[config.mk]
export PLATFORM = sky130hd
export DESIGN_NAME = csc_status_fields
export DESIGN_NICKNAME = d
export VERILOG_FILES = /design/src/rtl/csc_pkg.sv /design/src/rtl/csc_status_fields.sv
export SDC_FILE = /design/constraint.sdc
export NUM_CORES = 1
export LEC_CHECK = 0
export BUFFER_PORTS_ARGS = -buffer_cell sky130_fd_sc_hd__buf_2
export CAP_MARGIN = 20
export CORE_MARGIN = 5
export CORE_UTILIZATION = 35
export CTS_BUF_LIST = sky130_fd_sc_hd__clkbuf_8
export DETAILED_ROUTE_END_ITERATION = 16
export MAX_ROUTING_LAYER = met4
export SYNTH_ARGS = -nofsm -noshare
export SYNTH_HDL_FRONTEND = slang
export SYNTH_SLANG_ARGS = --single-unit
[constraint.sdc]
create_clock -name pclk -period 5.92 [get_ports pclk]
set_input_delay 0.592 -clock pclk [delete_from_list [all_inputs] [get_ports pclk]]
set_output_delay 0.592 -clock pclk [all_outputs]
set_load 0.1 [all_outputs]
[src/rtl/csc_pkg.sv]
// Shared constants and types for the card capability status fields
package csc_pkg;

   // Register byte offsets
   localparam logic [7:0] OFF_ERASE = 8'h00;
   localparam logic [7:0] OFF_BUS   = 8'h04;
   localparam logic [7:0] OFF_REC   = 8'h08;
   localparam logic [7:0] OFF_RIO   = 8'h0c;
   localparam logic [7:0] OFF_CAP   = 8'h10;
   localparam logic [7:0] OFF_SUSP  = 8'h14;
   localparam logic [7:0] OFF_STAT  = 8'h18;

   // Field positions inside the registers
   localparam int ERASE_LIM_LSB = 0;
   localparam int ERASE_DLY_LSB = 6;
   localparam int ERASE_CNT_LSB = 16;
   localparam int BUS_FAU_LSB   = 4;
   localparam int REC_SIZE_LSB  = 8;
   localparam int CAP_EXT_BIT   = 31;
   localparam int STAT_FIT_BIT  = 8;
   localparam int STAT_REJ_LSB  = 16;

   // Reset values: every capability reads as not supported
   localparam logic [5:0]  RST_ERASE_LIM = 6'h00;
   localparam logic [1:0]  RST_ERASE_DLY = 2'h0;
   localparam logic [15:0] RST_ERASE_CNT = 16'h0000;
   localparam logic [3:0]  RST_GRADE     = 4'h0;
   localparam logic [3:0]  RST_FAU       = 4'h0;
   localparam logic [7:0]  RST_TIER      = 8'h00;
   localparam logic [9:0]  RST_REC_SIZE  = 10'h000;
   localparam logic [21:0] RST_PTR       = 22'h000000;
   localparam logic [3:0]  RST_RIO       = 4'h0;
   localparam logic [31:0] RST_CAP       = 32'h00000000;

   // Legal codes
   localparam logic [3:0] GRADE_LOW  = 4'h0;
   localparam logic [3:0] GRADE_10   = 4'h1;
   localparam logic [3:0] GRADE_30   = 4'h3;
   localparam logic [3:0] FAU_NONE   = 4'h0;
   localparam logic [3:0] FAU_FIRST  = 4'h7;
   localparam logic [7:0] TIER_NONE  = 8'h00;
   localparam logic [7:0] TIER_6     = 8'h06;
   localparam logic [7:0] TIER_10    = 8'h0a;
   localparam logic [7:0] TIER_30    = 8'h1e;
   localparam logic [7:0] TIER_60    = 8'h3c;
   localparam logic [7:0] TIER_90    = 8'h5a;
   localparam logic [3:0] RIO_MAX    = 4'h2;

   // Least unit counts per capacity class
   localparam logic [6:0] MIN_UNITS_HC = 7'd40;
   localparam logic [6:0] MIN_UNITS_XC = 7'd80;

   typedef struct packed {
      logic        suspend;
      logic        set_free;
      logic        host_wr;
      logic        host_er;
      logic [21:0] susp_unit;
      logic [21:0] acc_unit;
   } csc_evt_s;

   // Status block bits 407:336
   typedef struct packed {
      logic [5:0]  erase_limit;
      logic [1:0]  erase_delay;
      logic [3:0]  fast_bus_perf_grade;
      logic [3:0]  fast_bus_alloc_unit_size;
      logic [7:0]  rec_tier;
      logic [5:0]  rsv_a;
      logic [9:0]  recording_alloc_unit_mb;
      logic [21:0] suspended_unit_pointer;
      logic [5:0]  rsv_b;
      logic [3:0]  random_io_perf_tier;
   } csc_stat_s;

   // Sequential unit size in MB, zero for a size that is not listed
   function automatic logic [3:0] seq_unit_mb(input logic [9:0] size_mb);
      logic [3:0] r;
      r = 4'h0;
      case (size_mb)
         10'h015, 10'h01c, 10'h02a: r = 4'h7;
         10'h01b, 10'h024, 10'h02d, 10'h036: r = 4'h9;
         10'h01e, 10'h03c: r = 4'ha;
         10'h008, 10'h010, 10'h018, 10'h020, 10'h028, 10'h030,
         10'h038, 10'h040, 10'h048, 10'h050, 10'h060, 10'h070,
         10'h078, 10'h080, 10'h090, 10'h0a0, 10'h0c0, 10'h0d8,
         10'h0e0, 10'h0f0, 10'h100, 10'h120, 10'h140, 10'h180,
         10'h1b0, 10'h1c0, 10'h1e0, 10'h200: r = 4'h8;
         default: r = 4'h0;
      endcase
      return r;
   endfunction

endpackage

[src/rtl/csc_status_fields.sv]
// Capability fields of the card status block, set up over APB
`timescale 1ns/1ns
module csc_status_fields (
   input  wire logic              pclk,
   input  wire logic              presetn,
   input  wire logic              psel,
   input  wire logic              penable,
   input  wire logic              pwrite,
   input  wire logic [7:0]        paddr,
   input  wire logic [31:0]       pwdata,
   output logic [31:0]            prdata,
   output logic                   pready,
   output logic                   pslverr,
   input  wire csc_pkg::csc_evt_s evt,
   output csc_pkg::csc_stat_s     stat
);

   logic [5:0]  erase_limit;
   logic [1:0]  erase_delay;
   logic [15:0] erase_cnt;
   logic [3:0]  grade;
   logic [3:0]  fau;
   logic [7:0]  tier;
   logic [9:0]  rec_size;
   logic [21:0] ptr;
   logic [3:0]  rio;
   logic [31:0] cap;
   logic [2:0]  rej;
   logic        wr_en;
   logic        map_hit;
   logic [31:0] next_rdata;
   logic        grade_ok;
   logic        fau_ok;
   logic        tier_ok;
   logic        size_ok;
   logic        rio_ok;
   logic        fit_ok;
   logic        cur_fit;
   logic [3:0]  w_grade;
   logic [3:0]  w_fau;
   logic [7:0]  w_tier;
   logic [9:0]  w_size;
   logic [3:0]  w_rio;
   logic [22:0] span;
   logic [22:0] unit_end;
   logic        in_unit;
   logic        hit_clear;
   logic [2:0]  rej_set;
   csc_pkg::csc_stat_s next_stat;

   // Access phase completes in the cycle after setup
   assign wr_en = psel && penable && pready && pwrite;

   assign w_grade = pwdata[3:0];
   assign w_fau   = pwdata[csc_pkg::BUS_FAU_LSB +: 4];
   assign w_tier  = pwdata[7:0];
   assign w_size  = pwdata[csc_pkg::REC_SIZE_LSB +: 10];
   assign w_rio   = pwdata[3:0];

   // Illegal codes are refused so the card never reports them
   assign grade_ok = (w_grade == csc_pkg::GRADE_LOW) ||
                     (w_grade == csc_pkg::GRADE_10)  ||
                     (w_grade == csc_pkg::GRADE_30);
   assign fau_ok   = (w_fau == csc_pkg::FAU_NONE) ||
                     (w_fau >= csc_pkg::FAU_FIRST);
   assign tier_ok  = (w_tier == csc_pkg::TIER_NONE) ||
                     (w_tier == csc_pkg::TIER_6)    ||
                     (w_tier == csc_pkg::TIER_10)   ||
                     (w_tier == csc_pkg::TIER_30)   ||
                     (w_tier == csc_pkg::TIER_60)   ||
                     (w_tier == csc_pkg::TIER_90);
   assign size_ok  = (w_size == '0) ||
                     (csc_pkg::seq_unit_mb(w_size) != 4'h0);
   assign rio_ok   = (w_rio <= csc_pkg::RIO_MAX);

   // Unit count check against card capacity in MB
   function automatic logic fits(input logic [9:0]  size_mb,
                                 input logic [31:0] c);
      logic [16:0] need;
      need = {7'h00, size_mb} * (c[csc_pkg::CAP_EXT_BIT] ?
                                 {10'h000, csc_pkg::MIN_UNITS_XC} :
                                 {10'h000, csc_pkg::MIN_UNITS_HC});
      return (size_mb == '0) || ({15'h0000, need} <= {1'b0, c[30:0]});
   endfunction

   assign fit_ok  = fits(w_size, cap);
   // Capacity may shrink later; the size is kept, the flag shows it
   assign cur_fit = fits(rec_size, cap);

   // Any hit inside the suspended unit; a zero size means one block
   assign span     = (rec_size == '0) ? 23'h000001 :
                     {12'h000, rec_size, 1'b0};
   assign unit_end = {1'b0, ptr} + span;
   assign in_unit  = (ptr != '0) &&
                     ({1'b0, evt.acc_unit} >= {1'b0, ptr}) &&
                     ({1'b0, evt.acc_unit} < unit_end);
   assign hit_clear = evt.set_free ||
                      ((evt.host_wr || evt.host_er) && in_unit);

   // Erase time fields
   always_ff @(posedge pclk or negedge presetn) begin
      if (!presetn) begin
         erase_limit <= csc_pkg::RST_ERASE_LIM;
         erase_delay <= csc_pkg::RST_ERASE_DLY;
         erase_cnt   <= csc_pkg::RST_ERASE_CNT;
      end else if (wr_en && paddr == csc_pkg::OFF_ERASE) begin
         erase_limit <= pwdata[csc_pkg::ERASE_LIM_LSB +: 6];
         erase_delay <= pwdata[csc_pkg::ERASE_DLY_LSB +: 2];
         erase_cnt   <= pwdata[csc_pkg::ERASE_CNT_LSB +: 16];
      end
   end

   // Fast bus fields
   always_ff @(posedge pclk or negedge presetn) begin
      if (!presetn) begin
         grade <= csc_pkg::RST_GRADE;
         fau   <= csc_pkg::RST_FAU;
      end else if (wr_en && paddr == csc_pkg::OFF_BUS &&
                   grade_ok && fau_ok) begin
         grade <= w_grade;
         fau   <= w_fau;
      end
   end

   // Recording fields, taken as a pair so tier and size agree
   always_ff @(posedge pclk or negedge presetn) begin
      if (!presetn) begin
         tier     <= csc_pkg::RST_TIER;
         rec_size <= csc_pkg::RST_REC_SIZE;
      end else if (wr_en && paddr == csc_pkg::OFF_REC &&
                   tier_ok && size_ok && fit_ok) begin
         // Any listed size that fits is taken; smallest is firmware's pick
         tier     <= w_tier;
         rec_size <= w_size;
      end
   end

   // Random I/O tier
   always_ff @(posedge pclk or negedge presetn) begin
      if (!presetn) begin
         rio <= csc_pkg::RST_RIO;
      end else if (wr_en && paddr == csc_pkg::OFF_RIO && rio_ok) begin
         rio <= w_rio;
      end
   end

   // Capacity and class
   always_ff @(posedge pclk or negedge presetn) begin
      if (!presetn) begin
         cap <= csc_pkg::RST_CAP;
      end else if (wr_en && paddr == csc_pkg::OFF_CAP) begin
         cap <= pwdata;
      end
   end

   // Suspended-unit pointer; a new suspend beats a clear
   always_ff @(posedge pclk or negedge presetn) begin
      if (!presetn) begin
         ptr <= csc_pkg::RST_PTR;
      end else if (evt.suspend && evt.susp_unit != '0) begin
         ptr <= evt.susp_unit;
      end else if (hit_clear) begin
         ptr <= csc_pkg::RST_PTR;
      end
   end

   // Sticky refusal flags, write one to clear; a new refusal wins
   assign rej_set[0] = wr_en && paddr == csc_pkg::OFF_BUS &&
                       !(grade_ok && fau_ok);
   assign rej_set[1] = wr_en && paddr == csc_pkg::OFF_REC &&
                       !(tier_ok && size_ok && fit_ok);
   assign rej_set[2] = wr_en && paddr == csc_pkg::OFF_RIO && !rio_ok;

   always_ff @(posedge pclk or negedge presetn) begin
      if (!presetn) begin
         rej <= 3'h0;
      end else if (wr_en && paddr == csc_pkg::OFF_STAT) begin
         rej <= (rej & ~pwdata[csc_pkg::STAT_REJ_LSB +: 3]) | rej_set;
      end else begin
         rej <= rej | rej_set;
      end
   end

   // Status block image, rebuilt from held state only
   always_comb begin
      next_stat = '0;
      next_stat.erase_limit = (erase_cnt == '0) ? 6'h00 :
                              erase_limit;
      next_stat.erase_delay = (erase_cnt == '0) ? 2'h0 :
                              erase_delay;
      next_stat.fast_bus_perf_grade      = grade;
      next_stat.fast_bus_alloc_unit_size = fau;
      next_stat.rec_tier                 = tier;
      next_stat.recording_alloc_unit_mb  = rec_size;
      next_stat.suspended_unit_pointer   = ptr;
      next_stat.random_io_perf_tier      = rio;
   end

   // Host sees a flop copy; no host path writes it
   always_ff @(posedge pclk or negedge presetn) begin
      if (!presetn) begin
         stat <= '0;
      end else begin
         stat <= next_stat;
      end
   end

   // APB read mux and decode
   always_comb begin
      next_rdata = 32'h00000000;
      map_hit    = 1'b1;
      unique case (paddr)
         csc_pkg::OFF_ERASE: begin
            next_rdata[csc_pkg::ERASE_LIM_LSB +: 6]  = erase_limit;
            next_rdata[csc_pkg::ERASE_DLY_LSB +: 2]  = erase_delay;
            next_rdata[csc_pkg::ERASE_CNT_LSB +: 16] = erase_cnt;
         end
         csc_pkg::OFF_BUS: begin
            next_rdata[3:0] = grade;
            next_rdata[csc_pkg::BUS_FAU_LSB +: 4] = fau;
         end
         csc_pkg::OFF_REC: begin
            next_rdata[7:0] = tier;
            next_rdata[csc_pkg::REC_SIZE_LSB +: 10] = rec_size;
         end
         csc_pkg::OFF_RIO:  next_rdata[3:0] = rio;
         csc_pkg::OFF_CAP:  next_rdata = cap;
         csc_pkg::OFF_SUSP: next_rdata[21:0] = ptr;
         csc_pkg::OFF_STAT: begin
            next_rdata[3:0] = csc_pkg::seq_unit_mb(rec_size);
            next_rdata[csc_pkg::STAT_FIT_BIT] = cur_fit;
            next_rdata[csc_pkg::STAT_REJ_LSB +: 3] = rej;
         end
         default: map_hit = 1'b0;
      endcase
   end

   // No wait state: answer registered during the setup cycle
   always_ff @(posedge pclk or negedge presetn) begin
      if (!presetn) begin
         pready  <= 1'b0;
         prdata  <= 32'h00000000;
         pslverr <= 1'b0;
      end else if (psel && !penable) begin
         pready  <= 1'b1;
         prdata  <= pwrite ? 32'h00000000 : next_rdata;
         pslverr <= !map_hit ||
                    (pwrite && paddr == csc_pkg::OFF_SUSP);
      end else begin
         pready  <= 1'b0;
         prdata  <= 32'h00000000;
         pslverr <= 1'b0;
      end
   end

   logic evt_any;
   assign evt_any = evt.suspend || evt.set_free || evt.host_wr ||
                    evt.host_er;
endmodule

==> results.yml, run 1 <==
power_and_ir_drop:
  pwr_density_cell_mw_per_mm2: 227
  max-vdd-ir-drop_mv: 0.170
  switching_power_mw: 1.09
  combPwrFrac: 0.174
  pwr-share-clk: 0.407
  power.leakage_nw: 7.99
  internal_power_mw: 2.41
  seq_power_share: 0.419
  swShare: 0.311
  p_total_mw: 3.50
synth:
  ys_async_sr_fraction: 1.00
  synthDistinctLibCells: 73
  netlist.area_leader.share: 0.392
  synth_area_mm2: 0.0131
  ys_ff_latch: 205
  yosysTopAreaCell: "dfrtp_1"
  ys_top_cells_by_area: "dfrtp_1 (39%), ha_1 (16%), mux2_2 (6.4%), fa_1 (2.8%), inv_1 (2.8%)"
  dominantRegCellSynth: "dfrtp_1"
  synth_edf_count: 0
  yosysSeqAreaShare: 0.392
  syn-instance-count: 1275
  synth_area_per_cell_um2: 10.3
  synth_warnings: 0
min_path:
  hp-class: "primary input to async pin"
clocking:
  cts_hold_buffers: 0
  clock_latency_ps: 560
  clockRootBuffer: "clkbuf_8"
  path_clk_slew_ps: 80
  cts_tree: "built"
  cts_max_level: 2
  cts_made_buffers: 37
  cts_max_path_buffers: 3
  clock_sinks: 205
floorplanning:
  die_w_um: 203
  row_count: 70
  core_mm2: 0.0368
  initial_core_util: 0.356
  pin_count: 199
  die_y_um: 203
  die_area_mm2: 0.0414
cells_and_area:
  multiInputGateArea_mm2: 0.00733
  finalInstanceArea_mm2: 0.0154
  layout_commonest_cell: "dfrtp_1"
  drive_gt1_frac: 0.265
  fill_cells: 3541
  post-route-util: 0.420
  layout_common_cells: "dfrtp_1 (204), buf_2 (185), ha_1 (163)"
  nets: 1741
  areaGrowthSynthToFinish_pct: 17.8
  ff_latch_area_mm2: 0.00513
  n_antenna_cell: 0
routing:
  antenna_left: 0
  first_pass_iters: 5
  drt_iter0_markers: 772
  via_count: 10500
  wl_um: 40400
  detail_route.drc_violations: 0
  vias_per_cell: 5.37
  wl_per_cell_um: 20.6
sta:
  slew_headroom: 0.316
  holdWs_ps: 84.0
  tightest_slew_ps: 1030
  max_freq_mhz: 174
  setup_viol: 0
  drv_slew: 0
  skew_ps: 26.9
  final.period_utilization: 0.971
  hold_violations: 0
  fin_crit_ps: 5750
worst_setup_path:
  crit_required_ps: 6330
  max_stage_delay_ps: 490
  rrSetupSlack_ps: 170
  endpoint_kind: "flip-flop"
  cpMostUsedCell: "ha_1"
  worstRegToRegCells: 22
  crit_path_max_fanout: 16
  slowest_stage: "fa_1"
  cp-start-kind: "flip-flop"
  r2r_end: "tier[3]$_DFFE_PN0P_"
  crit_arrival_ps: 6160
  worstPathCellList: "clkbuf_2 -> nor2b_1 -> or2_2 -> ha_1 -> fa_1 -> ha_1 -> ha_1 -> ha_1 -> a21oi_2 -> nor2b_1 -> o21a_1 -> o41ai_4 -> buf_4 -> xnor2_1 -> ha_1 -> and4_1 -> a2111oi_2 -> a211oi_1 -> a211oi_2 -> nand3_4 -> buf_12 -> mux2_4"
  r2r_start: "cap[31]$_DFFE_PN0P_"
  crit_type: "flip-flop to flip-flop"
grt:
  grt_max_degree: 113
  grt-ovfl-total: 0
  antenna_found_initial: 0
  grt_pass1_wl_um: 62400
  grt_util_all_layers: 0.197
  first_global_vias: 10800
place:
  dp_hpwl_um: 30300
  port_buffers: 186
  dpl_cell_area_mm2: 0.0146
  place_congestion: 0.893
status:
  outcome: "completed"
flow_run:
  maxCapViolCount: 0
critical path: cells and delay by family, from the launching register on:
kind | cells | cell delay [ps]
muxes | 1 | 300
buffers and inverters | 3 | 530
DFF | 1 | 400
AOI/OAI and AO/OA | 6 | 1460
and+or+nand+nor | 5 | 780
adders and majority gates | 6 | 2000
xor gates and xnor gates | 1 | 120
through the flow:
stage,cells,setup slack (ps),TNS (ps)
2_1_floorplan,1290,85.4,0
3_3_place_gp,1894,48.2,0
3_5_place_dp,1894,-93.2,-962
4_1_cts,1959,105,0
5_1_grt,1961,-46.7,-221
6_report,1961,170,0
what timing repair did:
action                                  CTS  global route
buffers inserted                          0             1
endpoints found under the setup margin    0            19
resized for setup                         0             9
sequential cells by signal, summed over array words and instances, names as in the netlist, 6 cells and up:
signal,count
stat,60
erase_cnt,16
cap,32
erase_limit,6
prdata,32
ptr,22
tier,8
rec_size,10
layout make-up:
| cell class | instances | share of cell area |
|---|---|---|
| clock buffers | 49 | 0.0437 |
| flip-flops and latches | 205 | 0.332 |
| clock inverters | 16 | 0.00656 |
| inverters | 97 | 0.0236 |
| multi-input cells | 899 | 0.475 |
| repair buffers | 227 | 0.0814 |
| well taps | 468 | 0.0379 |
layer usage:
metal	vias to the layer above	global-route usage	routed length (um)
li1	4957	-	-
met1	5224	0.257	17800
met2	297	0.317	19400
met3	60	0.0299	2040
met4	0	0.0629	1130
met5	-	-	0
synth_stat cells, drive strengths merged, types with 4 or more instances:
library cell / n
a2111oi: 5
a211o: 4
a211oi: 11
a21o: 16
a21oi: 59
a222oi: 17
a22oi: 25
a31oi: 9
and2: 21
and3: 6
and4: 5
buf: 21
clkbuf: 68
dfrtp: 205
fa: 18
ha: 163
inv: 97
mux2: 80
mux2i: 5
nand2: 84
nand2b: 20
nand3: 21
nand3b: 4
nand4: 18
nand4b: 4
nor2: 65
nor2b: 17
nor3: 16
nor4: 23
o211ai: 6
o21a: 5
o21ai: 34
o21bai: 5
o41ai: 23
or2: 8
or4: 7
xnor2: 29
xor2: 11
kinds of logic (layout without fill, tap and decap cells):
| logic type | after synthesis | in the layout | synth area share |
|---|---|---|---|
| compound gates | 242 | 242 | 0.129 |
| fa+ha+maj | 181 | 181 | 0.183 |
| xor+xnor | 40 | 40 | 0.0267 |
| flops | 205 | 205 | 0.392 |
| mux | 85 | 85 | 0.0743 |
| other cells | 2 | 17 | 0.000573 |
| simple gates | 334 | 334 | 0.136 |
| buf+inv | 186 | 389 | 0.0586 |
power groups by stage:
stage | sequential (mW) | clock, mW | combinational (mW)
floorplan | 1.56 | 0 | 0.325
global placement | 1.49 | 0 | 0.585
detailed placement | 1.49 | 0 | 0.601
CTS | 1.47 | 1.46 | 0.603
global route | 1.47 | 1.52 | 0.678
finish | 1.47 | 1.42 | 0.611
worst max-delay path by stage:
| stage | depth (start not counted) | start | endpoint | slack [ps] |
|---|---|---|---|---|
| final | 22 | cap[31]$_DFFE_PN0P_ | tier[3]$_DFFE_PN0P_ | 170 |
| after global routing | 22 | cap[31]$_DFFE_PN0P_ | tier[3]$_DFFE_PN0P_ | -50 |
| after CTS | 26 | cap[31]$_DFFE_PN0P_ | tier[3]$_DFFE_PN0P_ | 110 |
| after detailed placement | 23 | pwdata[12] | tier[2]$_DFFE_PN0P_ | -90 |
| after global placement | 25 | pwdata[10] | tier[4]$_DFFE_PN0P_ | 50 |
| after floorplan | 24 | pwdata[12] | rec_size[9]$_DFFE_PN0P_ | 90 |
(Power assumes the default switching activity.)
==> inputs of run 2 (changes only) <==
--- a/config.mk
+++ b/config.mk
@@ -8,10 +8,11 @@
 export BUFFER_PORTS_ARGS = -buffer_cell sky130_fd_sc_hd__buf_2
 export CAP_MARGIN = 20
 export CORE_MARGIN = 5
-export CORE_UTILIZATION = 35
+export CORE_UTILIZATION = 45
 export CTS_BUF_LIST = sky130_fd_sc_hd__clkbuf_8
 export DETAILED_ROUTE_END_ITERATION = 16
 export MAX_ROUTING_LAYER = met4
+export PLACE_DENSITY = 0.68
 export SYNTH_ARGS = -nofsm -noshare
 export SYNTH_HDL_FRONTEND = slang
 export SYNTH_SLANG_ARGS = --single-unit
==> results.yml, run 2 (same netlist as run 1, synthesis figures left out) <==
cells_and_area:
  finalInstanceArea_mm2: 0.0154
  drive_gt1_frac: 0.264
  multiInputGateArea_mm2: 0.00733
  areaGrowthSynthToFinish_pct: 17.3
  layout_commonest_cell: "dfrtp_1"
  instances_no_fill: 1869
  regMostFlops: "stat"
  layout_common_cells: "dfrtp_1 (204), buf_2 (185), ha_1 (163)"
  nets: 1733
  fill_cells: 2599
  largest_reg_flops: 60
  ff_latch_area_mm2: 0.00513
  reg_top3: "stat (60), cap (32), prdata (32)"
worst_setup_path:
  crit_required_ps: 6340
  rrSetupSlack_ps: 270
  crit_type: "flip-flop to flip-flop"
  crit_path_max_fanout: 18
  endpoint_kind: "flip-flop"
  cp-start-kind: "flip-flop"
  crit_arrival_ps: 6070
power_and_ir_drop:
  power.leakage_nw: 7.98
  max-vdd-ir-drop_mv: 0.168
  seq_power_share: 0.412
  combPwrFrac: 0.169
  internal_power_mw: 2.50
  pwr_density_cell_mw_per_mm2: 232
  pwr-share-clk: 0.418
  switching_power_mw: 1.06
  swShare: 0.298
routing:
  antenna_left: 0
  detail_route.drc_violations: 0
  drt_iter0_markers: 898
  wl_um: 37600
  wl_per_cell_um: 20.1
  first_pass_iters: 6
  vias_per_cell: 5.69
  via_count: 10600
flow_run:
  maxCapViolCount: 0
grt:
  grt-ovfl-total: 0
  grt_max_degree: 102
  first_global_vias: 10700
  grt_util_all_layers: 0.231
  grt_pass1_wl_um: 59100
  antenna_found_initial: 1
place:
  port_buffers: 186
  placed_cells: 1798
  dpl_cell_area_mm2: 0.0144
  place_congestion: 0.901
  dp_hpwl_um: 28300
status:
  outcome: "completed"
sta:
  hold_violations: 0
  final.period_utilization: 0.954
  skew_ps: 10.7
  fin_crit_ps: 5650
  setup_viol: 0
  slew_headroom: 0.238
  tightest_slew_ps: 1140
  max_freq_mhz: 177
  drv_slew: 0
clocking:
  clock_latency_ps: 540
  cts_hold_buffers: 0
  cts_max_path_buffers: 3
  path_clk_slew_ps: 60
  cts_max_level: 2
  cts_tree: "built"
  cts_made_buffers: 37
  clock_sinks: 205
  clockRootBuffer: "clkbuf_8"
floorplanning:
  die_y_um: 181
  core_mm2: 0.0287
  initial_core_util: 0.456
  die_w_um: 181
  die_area_mm2: 0.0326
  pin_count: 199
  row_count: 62
min_path:
  hp-class: "primary input to async pin"
run 2: area by class of cell:
type                    count  share of cell area
diodes                      1            0.000163
clock buffers              49              0.0439
clock inverters            15              0.0101
inverters                  97              0.0237
multi-input cells         899               0.477
flip-flops and latches    205               0.334
well taps                 384              0.0313
repair buffers            219              0.0794
run 2: worst max-delay path, cell delays in order (launching register included):
cell,delay [ps]
dfrtp_2,440
and2_1,160
nand2b_1,140
ha_1,270
inv_1,50
fa_1,520
inv_1,40
ha_1,290
ha_1,340
ha_1,210
a21o_1,160
a21oi_2,150
nor2b_1,60
o21a_1,200
o41ai_4,240
buf_4,180
xnor2_1,110
ha_1,270
and4_1,220
a2111oi_2,340
a211oi_2,140
a211oi_2,330
nand3_4,110
buf_12,220
mux2_4,290
run 2: routing by layer:
layer | vias to the layer above | part of all wire | global-route usage
li1 | 4941 | - | -
met1 | 5193 | 0.44 | 0.314
met2 | 418 | 0.46 | 0.353
met3 | 87 | 0.062 | 0.0343
met4 | 0 | 0.039 | 0.0865
met5 | - | 0 | -
run 2: power groups by stage:
stage / logic, mW / clock network, mW / registers, mW
final: 0.602 / 1.49 / 1.47
after global placement: 0.579 / 0 / 1.49
after detailed placement: 0.589 / 0 / 1.49
after CTS: 0.592 / 1.51 / 1.47
after floorplan: 0.325 / 0 / 1.56
after global routing: 0.671 / 1.58 / 1.47
run 2: what timing repair did:
action                     4_1_cts  5_1_grt
setup endpoints to repair        0       19
hold endpoints to repair         0        0
buffers inserted                 0        4
resized for setup                0       11
run 2: stage by stage:
step / total power, mW / util / setup TNS [ps] / setup slack [ps] / hold slack, ps
2_1_floorplan: 1.89 / - / 0 / 85.4 / 296
3_5_place_dp: 2.08 / 0.502 / -1700 / -140 / 392
4_1_cts: 3.57 / 0.531 / 0 / 22.9 / 177
3_3_place_gp: 2.07 / 0.502 / -77.2 / -13.7 / 387
5_1_grt: 3.72 / 0.535 / -52.5 / -14.3 / 199
6_report: 3.56 / 0.535 / 0 / 275 / 146
run 2: final timing paths:
kind                                     start                       to  depth (start not counted)
max                        cap[31]$_DFFE_PN0P_  rec_size[9]$_DFFE_PN0P_                         24
min                                    presetn     prdata[30]$_DFF_PN0_                          1
max reg2reg                cap[31]$_DFFE_PN0P_  rec_size[9]$_DFFE_PN0P_                         24
min reg2reg                tier[7]$_DFFE_PN0P_       stat[55]$_DFF_PN0_                          0
max in group asynchronous              presetn       rio[0]$_DFFE_PN0P_                          2
min in group pclk                      evt[39]      ptr[17]$_DFFE_PN0P_                          3
